$ cat src/pkg/aoc_params.svh
// Constants of the analog output channel control block.
// Assumes a 25 MHz clock and a 32-bit APB register bus with byte addresses.
`ifndef AOC_PARAMS_SVH
`define AOC_PARAMS_SVH

// ==========================================================
// Geometry and timing
`define AOC_CHANNELS 4
`define AOC_CLK_KHZ 25000
`define AOC_BLINK_HALF_MS 250
`define AOC_BLINK_CYCLES (`AOC_BLINK_HALF_MS * `AOC_CLK_KHZ)
`define AOC_UPDATE_MAX_US 2500
`define AOC_UPDATE_MAX_CYCLES ((`AOC_UPDATE_MAX_US * `AOC_CLK_KHZ) / 1000)

// ==========================================================
// Value ranges
`define AOC_STD_MIN 16'hD8F0
`define AOC_STD_MAX 16'h2710
`define AOC_SCALE_MUL 32'h0000_346E
`define AOC_CODE_MIN 12'h800
`define AOC_CODE_MAX 12'h7FF
`define AOC_CODE_MIN_W 16'hF800
`define AOC_CODE_MAX_W 16'h07FF

// ==========================================================
// Register byte offsets
`define AOC_REG_CTRL 8'h00
`define AOC_REG_CONFIG 8'h04
`define AOC_REG_FORCE_EN 8'h08
`define AOC_REG_MODSTAT 8'h0C
`define AOC_REG_SETPT0 8'h10
`define AOC_REG_FALLBK0 8'h20
`define AOC_REG_FORCEV0 8'h30
`define AOC_REG_CHSTAT0 8'h40
`define AOC_REG_LAST 8'h4C

// ==========================================================
// Field positions
`define AOC_CTRL_RUN_MAIN 0
`define AOC_CTRL_RUN_FAST 1
`define AOC_CTRL_PROG_PRESENT 2
`define AOC_CFG_STRIDE 4
`define AOC_CFG_RANGE_LSB 0
`define AOC_CFG_MAINTAIN 2
`define AOC_CFG_GROUP 3
`define AOC_ST_ERR 0
`define AOC_ST_OVERSHOOT 1
`define AOC_ST_TERMBLK 2
`define AOC_ST_INTERNAL 3
`define AOC_MS_REPORTED 0
`define AOC_MS_COMM 1
`define AOC_MS_TERMBLK 2

// ==========================================================
// Reset values
`define AOC_CTRL_RESET 32'h0000_0000
`define AOC_CONFIG_RESET 32'h0000_0000
`define AOC_VALUE_RESET 16'h0000

`endif

$ cat src/pkg/aoc_pkg.sv
// Types of the analog output channel control block.
// Assumes aoc_params.svh sits beside it on the include path.
`include "aoc_params.svh"

package aoc_pkg;

   // ==========================================================
   // Output range of one channel
   typedef enum logic [1:0] {
      AOC_RANGE_VOLT = 2'h0,
      AOC_RANGE_4_20 = 2'h1,
      AOC_RANGE_0_20 = 2'h2
   } aoc_range_t;

   typedef logic signed [15:0] aoc_std_t;
   typedef logic signed [11:0] aoc_code_t;

   // True when the value lies outside the standard range
   function automatic logic aoc_out_of_range(input aoc_std_t v);
      return (v < $signed(`AOC_STD_MIN)) || (v > $signed(`AOC_STD_MAX));
   endfunction : aoc_out_of_range

endpackage : aoc_pkg

$ cat src/logic/aoc_scaler.sv
// Clamp of one standard value and scaling to a signed 12-bit converter code.
// Purely combinational; the caller registers the result.
module aoc_scaler
   import aoc_pkg::*;
(
   // Standard value in
   input wire aoc_std_t value,
   // Converter side
   output aoc_code_t code,
   output logic over
);

   aoc_std_t clamped;
   logic signed [31:0] prod;
   logic signed [15:0] scaled;

   // ==========================================================
   // Saturation and scaling
   always_comb begin
      over = aoc_out_of_range(value);
      if (value < $signed(`AOC_STD_MIN)) begin
         clamped = $signed(`AOC_STD_MIN); // [RULE6] [RULE7]
      end else if (value > $signed(`AOC_STD_MAX)) begin
         clamped = $signed(`AOC_STD_MAX); // [RULE6] [RULE7]
      end else begin
         clamped = value;
      end
      // Multiply by 2048/10000 in 16-bit fixed point, zero stays mid-scale
      prod = 32'(clamped) * $signed(`AOC_SCALE_MUL); // [RULE20]
      scaled = prod[31:16];
      if (scaled > $signed(`AOC_CODE_MAX_W)) begin
         code = `AOC_CODE_MAX; // [RULE10]
      end else if (scaled < $signed(`AOC_CODE_MIN_W)) begin
         code = `AOC_CODE_MIN; // [RULE10]
      end else begin
         code = scaled[11:0];
      end
   end

endmodule : aoc_scaler

$ cat src/logic/aoc_top.sv
// Four-channel analog output control with an APB register slave.
// Assumes fault and presence pins are asynchronous; converter loads codes each clock.
// Functional notes
// [RULE1] Four isolated channels, voltage or two current ranges
// [RULE2] Processor sends signed set-points within plus/minus 10000
// [RULE3] Stopped task: fallback or maintain per option
// [RULE4] Fallback values writable at run time
// [RULE5] Forcing allowed only while task stopped
// [RULE6] Voltage channel saturates at ten-volt limits
// [RULE7] Current channels saturate at range limits
// [RULE8] Overshoot sets error and status bit 1
// [RULE9] I/O lamp steady during any overshoot
// [RULE10] Eleven bits plus sign converter code
// [RULE11] Set-point reaches output within 2.5 ms
// [RULE12] Each channel picks one of two task groups
// [RULE13] Self-test failure gives internal fault, lamp steady
// [RULE14] Report internal fault only when communication works
// [RULE15] Five listed test failures never reported
// [RULE16] Terminal block presence checked continuously
// [RULE17] Configuration in, module status out over bus
// [RULE18] Communication fault: fallback/maintain all, error lamp flashes; forced channels keep their forced value
// [RULE19] Terminal block fault: error, status bit 2, lamp flashes
// [RULE20] Linear scaling, zero at mid-scale
module aoc_top
   import aoc_pkg::*;
#(
   parameter int unsigned BLINK_CYCLES = `AOC_BLINK_CYCLES
)(
   // Clock and reset
   input wire logic clk,
   input wire logic rst,
   // APB slave
   input wire logic psel,
   input wire logic penable,
   input wire logic pwrite,
   input wire logic [7:0] paddr,
   input wire logic [31:0] pwdata,
   output logic [31:0] prdata,
   output logic pready,
   output logic pslverr,
   // Fault and presence pins
   input wire logic commFaultPin,
   input wire logic termBlockPresentPin,
   input wire logic [4:0] selfTestFailPin,
   input wire logic converterFailPin,
   // Converter and output stage
   output aoc_code_t [3:0] dacCode,
   output logic [3:0][1:0] rangeSel,
   output logic [3:0] outEnable,
   // Lamps
   output logic lampRun,
   output logic lampErr,
   output logic lampIo
);

   localparam int NCH = `AOC_CHANNELS;

   // ==========================================================
   // Pin synchronisers
   logic [7:0] syncA;
   logic [7:0] syncB;
   always_ff @(posedge clk or posedge rst) begin
      if (rst) begin
         // Presence bit resets to its idle level, so no false fault follows reset
         syncA <= 8'h02;
         syncB <= 8'h02;
      end else begin
         syncA <= {converterFailPin, selfTestFailPin, termBlockPresentPin, commFaultPin};
         syncB <= syncA;
      end
   end
   logic commFault;
   logic termBlockFault;
   assign commFault = syncB[0];
   assign termBlockFault = !syncB[1]; // [RULE16]

   // ==========================================================
   // Self-test latches, held until reset
   logic hiddenFail;
   logic convFail;
   always_ff @(posedge clk or posedge rst) begin
      if (rst) begin
         hiddenFail <= 1'b0;
         convFail <= 1'b0;
      end else begin
         if (|syncB[6:2]) hiddenFail <= 1'b1; // [RULE13] [RULE15]
         if (syncB[7]) convFail <= 1'b1; // [RULE13]
      end
   end
   logic internalFault;
   logic faultReported;
   assign internalFault = hiddenFail || convFail;
   // Only the converter failure leaves the bus usable
   assign faultReported = convFail && !hiddenFail && !commFault; // [RULE14] [RULE15]

   // ==========================================================
   // Registers
   logic [31:0] ctrlReg;
   logic [31:0] cfgReg;
   logic [31:0] next_ctrlReg;
   logic [31:0] next_cfgReg;
   logic [3:0] forceEn;
   aoc_std_t setPt [NCH];
   aoc_std_t fallBk [NCH];
   aoc_std_t forceVal [NCH];
   logic [3:0] taskRun;
   logic [3:0] over;

   logic setupPh;
   logic wrAcc;
   logic [1:0] chIdx;
   assign setupPh = psel && !penable;
   // Unaligned writes are ignored like out-of-range ones
   assign wrAcc = psel && penable && pwrite && paddr[1:0] == 2'h0;
   assign chIdx = paddr[3:2];

   // Group bit picks the main or fast task run flag
   function automatic logic [3:0] runOf(input logic [31:0] ctl, input logic [31:0] cfg);
      logic [3:0] r;
      for (int c = 0; c < 4; c++) begin
         r[c] = ctl[`AOC_CTRL_PROG_PRESENT]
            && (cfg[c*`AOC_CFG_STRIDE + `AOC_CFG_GROUP]
               ? ctl[`AOC_CTRL_RUN_FAST] : ctl[`AOC_CTRL_RUN_MAIN]);
      end
      return r;
   endfunction : runOf

   always_comb begin
      next_ctrlReg = ctrlReg;
      next_cfgReg = cfgReg;
      if (wrAcc && paddr == `AOC_REG_CTRL) begin
         next_ctrlReg = {29'h0, pwdata[2:0]};
      end
      if (wrAcc && paddr == `AOC_REG_CONFIG) begin
         next_cfgReg = {16'h0, pwdata[15:0]}; // [RULE17]
      end
   end
   assign taskRun = runOf(ctrlReg, cfgReg); // [RULE12]

   always_comb begin
      for (int c = 0; c < NCH; c++) begin
         rangeSel[c] = cfgReg[c*`AOC_CFG_STRIDE + `AOC_CFG_RANGE_LSB +: 2]; // [RULE1]
      end
   end

   always_ff @(posedge clk or posedge rst) begin
      if (rst) begin
         ctrlReg <= `AOC_CTRL_RESET;
         cfgReg <= `AOC_CONFIG_RESET;
      end else begin
         ctrlReg <= next_ctrlReg;
         cfgReg <= next_cfgReg;
      end
   end

   // Masked by the run state after this edge, so a start drops the force at once
   always_ff @(posedge clk or posedge rst) begin
      if (rst) begin
         forceEn <= 4'h0;
      end else if (wrAcc && paddr == `AOC_REG_FORCE_EN) begin
         forceEn <= pwdata[3:0] & ~runOf(next_ctrlReg, next_cfgReg); // [RULE5]
      end else begin
         forceEn <= forceEn & ~runOf(next_ctrlReg, next_cfgReg); // [RULE5]
      end
   end

   always_ff @(posedge clk or posedge rst) begin
      if (rst) begin
         for (int c = 0; c < NCH; c++) begin
            setPt[c] <= `AOC_VALUE_RESET;
            fallBk[c] <= `AOC_VALUE_RESET;
            forceVal[c] <= `AOC_VALUE_RESET;
         end
      end else if (wrAcc) begin
         unique case (paddr[7:4])
            4'h1: setPt[chIdx] <= pwdata[15:0]; // [RULE2]
            4'h2: fallBk[chIdx] <= pwdata[15:0]; // [RULE4]
            4'h3: forceVal[chIdx] <= pwdata[15:0];
            default: ;
         endcase
      end
   end

   // ==========================================================
   // Output selection and scaling
   aoc_std_t selVal [NCH];
   aoc_std_t applied [NCH];
   aoc_code_t code [NCH];

   always_comb begin
      for (int c = 0; c < NCH; c++) begin
         if (forceEn[c]) begin
            selVal[c] = forceVal[c]; // [RULE5]
         end else if (!taskRun[c] || commFault) begin
            // [RULE3] [RULE18] maintain keeps the last value sent
            selVal[c] = cfgReg[c*`AOC_CFG_STRIDE + `AOC_CFG_MAINTAIN] ? setPt[c] : fallBk[c];
         end else begin
            selVal[c] = setPt[c];
         end
      end
   end

   // Terminal block fault freezes every channel
   always_ff @(posedge clk or posedge rst) begin
      if (rst) begin
         for (int c = 0; c < NCH; c++) applied[c] <= `AOC_VALUE_RESET;
      end else if (!termBlockFault) begin
         for (int c = 0; c < NCH; c++) applied[c] <= selVal[c];
      end
   end

   genvar g;
   generate
      for (g = 0; g < NCH; g++) begin : gScale
         aoc_scaler uScale (
            .value(applied[g]),
            .code(code[g]),
            .over(over[g])
         );
      end
   endgenerate

   // Internal fault drives zero with the stage disabled; two cycles from write
   always_ff @(posedge clk or posedge rst) begin
      if (rst) begin
         dacCode <= '0;
         outEnable <= 4'h0;
      end else begin
         for (int c = 0; c < NCH; c++) begin
            dacCode[c] <= internalFault ? 12'h000 : code[c]; // [RULE10] [RULE11]
            outEnable[c] <= !internalFault;
         end
      end
   end

   // ==========================================================
   // Lamps
   logic [23:0] blinkCnt;
   logic blinkPh;
   always_ff @(posedge clk or posedge rst) begin
      if (rst) begin
         blinkCnt <= 24'h00_0000;
         blinkPh <= 1'b0;
      end else if (blinkCnt == 24'(BLINK_CYCLES - 1)) begin
         blinkCnt <= 24'h00_0000;
         blinkPh <= !blinkPh;
      end else begin
         blinkCnt <= blinkCnt + 24'h00_0001;
      end
   end

   always_ff @(posedge clk or posedge rst) begin
      if (rst) begin
         lampRun <= 1'b0;
         lampErr <= 1'b0;
         lampIo <= 1'b0;
      end else begin
         lampRun <= !hiddenFail;
         lampErr <= internalFault || (commFault && blinkPh); // [RULE13] [RULE18]
         lampIo <= (|over) || (termBlockFault && blinkPh); // [RULE9] [RULE19]
      end
   end

   // ==========================================================
   // Read path, sampled in the setup phase
   function automatic logic [31:0] chStatus(input logic ov);
      logic [31:0] s;
      s = 32'h0;
      s[`AOC_ST_ERR] = ov || termBlockFault; // [RULE8] [RULE19]
      s[`AOC_ST_OVERSHOOT] = ov; // [RULE8]
      s[`AOC_ST_TERMBLK] = termBlockFault; // [RULE19]
      s[`AOC_ST_INTERNAL] = faultReported;
      return s;
   endfunction : chStatus

   logic [31:0] next_prdata;
   logic next_pslverr;
   always_comb begin
      next_prdata = 32'h0;
      next_pslverr = 1'b0;
      if (paddr[1:0] != 2'h0 || paddr > `AOC_REG_LAST) begin
         next_pslverr = 1'b1;
      end else begin
         unique case (paddr[7:4])
            4'h0: begin
               unique case (paddr[3:2])
                  2'h0: next_prdata = ctrlReg;
                  2'h1: next_prdata = cfgReg;
                  2'h2: next_prdata = {28'h0, forceEn};
                  2'h3: next_prdata = {29'h0, termBlockFault, commFault,
                     faultReported}; // [RULE14] [RULE17]
               endcase
            end
            4'h1: next_prdata = {{16{setPt[chIdx][15]}}, setPt[chIdx]};
            4'h2: next_prdata = {{16{fallBk[chIdx][15]}}, fallBk[chIdx]};
            4'h3: next_prdata = {{16{forceVal[chIdx][15]}}, forceVal[chIdx]};
            default: next_prdata = chStatus(over[chIdx]);
         endcase
      end
   end

   always_ff @(posedge clk or posedge rst) begin
      if (rst) begin
         prdata <= 32'h0000_0000;
         pslverr <= 1'b0;
      end else if (setupPh) begin
         prdata <= next_prdata;
         pslverr <= next_pslverr;
      end
   end
   assign pready = psel && penable;
endmodule : aoc_top

$ cat config.mk
export PLATFORM = sky130hd
export DESIGN_NAME = aoc_top
export DESIGN_NICKNAME = d
export VERILOG_FILES = /design/src/pkg/aoc_pkg.sv /design/src/logic/aoc_scaler.sv /design/src/logic/aoc_top.sv
export VERILOG_INCLUDE_DIRS = /design/src /design/src/pkg
export SDC_FILE = /design/constraint.sdc
export NUM_CORES = 2
export LEC_CHECK = 0
export BUFFER_PORTS_ARGS = -buffer_cell sky130_fd_sc_hd__buf_4
export CAP_MARGIN = 20
export CORE_ASPECT_RATIO = 0.8
export CORE_MARGIN = 4
export CORE_UTILIZATION = 60
export CTS_CLUSTER_DIAMETER = 40
export DETAILED_ROUTE_END_ITERATION = 10
export PLACE_DENSITY = 0.88
export REMOVE_ABC_BUFFERS = 1
export SLEW_MARGIN = 25
export SYNTH_ARGS = -nofsm -noshare
export SYNTH_HDL_FRONTEND = slang
export SYNTH_SLANG_ARGS = --single-unit
$ cat constraint.sdc
create_clock -name clk -period 14.4 [get_ports clk]
set_input_delay 1.44 -clock clk [delete_from_list [all_inputs] [get_ports clk]]
set_output_delay 1.44 -clock clk [all_outputs]
set_load 0.1 [all_outputs]
==> results.sh <==
export IMPL_die_area_um2=65100
export IMPL_clock_latency_ps=660
export IMPL_cts_clk_slew_worst_paths_ps=60
export IMPL_final_common_cell="inv_1"
export IMPL_grt_overflow_total=0
export IMPL_fin_nets=4279
export IMPL_io_pins=150
export IMPL_worst_ep_required_time_ps=14960
export IMPL_worstMarginPinSlew_ps=1220
export IMPL_synth_area_um2=36600
export IMPL_synth_flop_cell="dfrtp_1"
export IMPL_drive_gt1_share_pct=18.0
export IMPL_startpoint="applied[49]"
export IMPL_antenna_found_initial=13
export IMPL_fin_cells=4314
export IMPL_async_reset_ff_share_pct=100
export IMPL_reg2reg_to="dacCode[0]"
export IMPL_period_share_pct=61.3
export IMPL_dr_pass1_iters=8
export IMPL_power_density_nw_per_um2=75.6
export IMPL_dp_hpwl_um=68200
export IMPL_synth_cell_type_count=76
export IMPL_synth_edff_count=0
export IMPL_ctsResizeCount=0
export IMPL_final_hold_viol_count=0
export IMPL_final_util_pct=67.0
export IMPL_grt_usage_pct=29.6
export IMPL_die_y_um=229
export IMPL_htreeDepth=2
export IMPL_hold_class="reg -> reg"
export IMPL_critPathMaxFanout=11
export IMPL_reg2reg_depth=24
export IMPL_drc=0
export IMPL_dp_cells=4207
export IMPL_grt_start_max_net_pins=180
export IMPL_maxCapViolCount=0
export IMPL_cts_max_path_buffers=3
export IMPL_cp_end_kind="flip-flop"
export IMPL_post_cts_setup_buffers=0
export IMPL_synth_seq_area_share_pct=26.8
export IMPL_grt_pass1_vias=28200
export IMPL_rows=80
export IMPL_crit_type="reg -> reg"
export IMPL_start_util_pct=61.0
export IMPL_min_period_ps=8830
export IMPL_io_buffer_count=133
export IMPL_setup_viol=0
export IMPL_min_from="syncA[3]"
export IMPL_cts_tree="yes"
export IMPL_arrival_ps=9390
export IMPL_syn_area_per_cell_um2=10.7
export IMPL_holdPathEnd="syncB[3]"
export IMPL_drtAntennaViolNets=0
export IMPL_cts_sinks=392
export IMPL_rsz0062_at_grt="false"
export IMPL_avgViaCountPerCell=6.23
export IMPL_skew_ps=49.1
export IMPL_root_buffer="clkbuf_16"
export IMPL_die_w_um=284
export IMPL_setup_tns_ps=0
export IMPL_r2r_start="applied[49]"
export IMPL_p_leak_nw=22.5
export IMPL_drv_slew=0
export IMPL_drtIter0Drc=2492
export IMPL_fillers=4068
export IMPL_core_um2=60100
export IMPL_grt_pass1_wl_um=153000
export IMPL_syn_inst=3418
export IMPL_ys_warn_count=0
export IMPL_layout_common_cells="505 x inv_1, 393 x ha_1, 386 x dfrtp_1"
export IMPL_status="complete, no violations"
export IMPL_drt_wirelength_per_cell_um=22.3
export IMPL_relSlewSlack_pct=18.3
export IMPL_peakVddDrop_mv=0.0921
export IMPL_cp_start_kind="flip-flop"
export IMPL_area_growth_pct=9.82
export IMPL_drt_total_wl_um=96400
export IMPL_ys_seq_elements=392
export IMPL_gp_congestion=0.927
export IMPL_hold_depth=0
export IMPL_r2r_setup_slack_ps=5570
export IMPL_dr_total_vias=26900
export IMPL_max_freq_ghz=0.113
export IMPL_cts_hold_buf=0
export IMPL_cts_made_buffers=54
## synth_stat cells (6+ instances only)
master / count / share of area, %
inv_1: 506 / 5.2
ha_1: 393 / 13
dfrtp_1: 390 / 27
fa_1: 348 / 19
mux2_2: 274 / 8.4
nand2_1: 256 / 2.6
o21ai_0: 154 / 2.1
a21oi_1: 114 / 1.6
xnor2_1: 108 / 2.6
clkbuf_1: 97 / 0.99
nor2_1: 75 / 0.77
mux2i_1: 74 / 2.0
xor2_1: 72 / 1.7
mux4_2: 56 / 3.4
a21o_1: 50 / 1.0
nand3_1: 38 / 0.52
nand4_1: 33 / 0.56
and3_1: 32 / 0.55
nor3_1: 30 / 0.41
buf_4: 27 / 0.55
o21a_1: 24 / 0.49
a22oi_1: 23 / 0.47
and2_1: 17 / 0.29
a31oi_1: 16 / 0.27
buf_1: 15 / 0.15
a22o_1: 14 / 0.33
o22ai_1: 14 / 0.24
or2_2: 13 / 0.22
nor2b_1: 12 / 0.21
or3_1: 12 / 0.21
buf_2: 9 / 0.12
nor4_1: 9 / 0.15
o31ai_1: 9 / 0.18
or4_1: 7 / 0.14
a221o_1: 6 / 0.16
nor4b_1: 6 / 0.14
## critical path: stages (launching register included)
cell and delay [ps]:
dfrtp_1 490, or4_1 560, or3_1 320, o2bb2ai_1 200, a221oi_1 230, nor2_1 520
nand2_1 410, ha_1 420, inv_1 50, fa_1 460, fa_1 550, inv_1 70
fa_1 500, fa_1 580, fa_1 430, ha_1 410, nand3_1 160, or4_1 530
or3_1 400, a311oi_2 450, o21ai_2 110, nand2b_2 90, xor2_1 150, a32o_1 440
a21o_2 200
## per-layer routing
layer,track usage (%),vias to the layer above,share of wire [%]
li1,-,11700,-
met1,37.8,13400,38
met2,47.1,1368,46
met3,8.68,402,9.9
met4,13.3,14,5.4
met5,0,-,0.10
## per-stage QoR
| stage | total power, mW | worst slack, ps | hold WS (ps) | area [µm²] |
|---|---|---|---|---|
| after global placement | 1.59 | 5800 | 333 | 38200 |
| after floorplan | 1.49 | 2070 | 331 | 35900 |
| after CTS | 3.05 | 5530 | 349 | 40200 |
| after global routing | 3.16 | 5210 | 360 | 40200 |
| final | 3.04 | 5570 | 346 | 40200 |
| after detailed placement | 1.62 | 5550 | 335 | 38200 |
## cells by family (layout without fill, tap and decap cells)
logic type      after synthesis  after routing  synth area share, %
buf+inv                     658            770                 7.07
fa+ha+maj                   741            741                 32.5
mux                         404            404                 13.9
simple gates                556            556                 7.13
xor+xnor                    180            180                 4.31
flops                       392            392                 26.8
compound gates              487            487                 8.35
other cells                   0              5                    0
## where the power goes
group	switching, mW	leakage [nW]	internal, mW
registers	0.0201	5.38	1.12
logic	0.293	16.2	0.186
clock network	0.587	0.934	0.838
total	0.900	22.5	2.14
## state kept, by name, indices dropped and copies added (netlist names)
name and flops:
applied 64, blinkCnt 24, blinkPh 1, cfgReg 16, convFail 1, ctrlReg 3, dacCode 48, fallBk 64
forceEn 4, forceVal 64, hiddenFail 1, lampErr 1, lampIo 1, lampRun 1, outEnable 1, prdata 17
pslverr 1, setPt 64, syncA 8, syncB 8
## final cells by class
type,count,area (µm²),share of cell area [%]
Timing Repair Buffer,160,1240,3.08
Inverter,509,1920,4.77
Clock buffer,62,1410,3.51
Sequential cell,392,9820,24.4
Tap cell,779,975,2.42
Clock inverter,39,537,1.33
Multi-Input combinational cell,2368,24300,60.4
Antenna cell,5,12.5,0.0311
## worst max path at each step
stage / end / slack (ps) / cells after the start
after floorplan: applied[0] / 2070 / 1
after CTS: dacCode[21] / 5530 / 24
after detailed placement: dacCode[21] / 5550 / 24
after global placement: dacCode[22] / 5800 / 24
final: dacCode[0] / 5570 / 24
after global routing: dacCode[0] / 5210 / 26
Note: power is estimated with default switching activity, not from simulation.
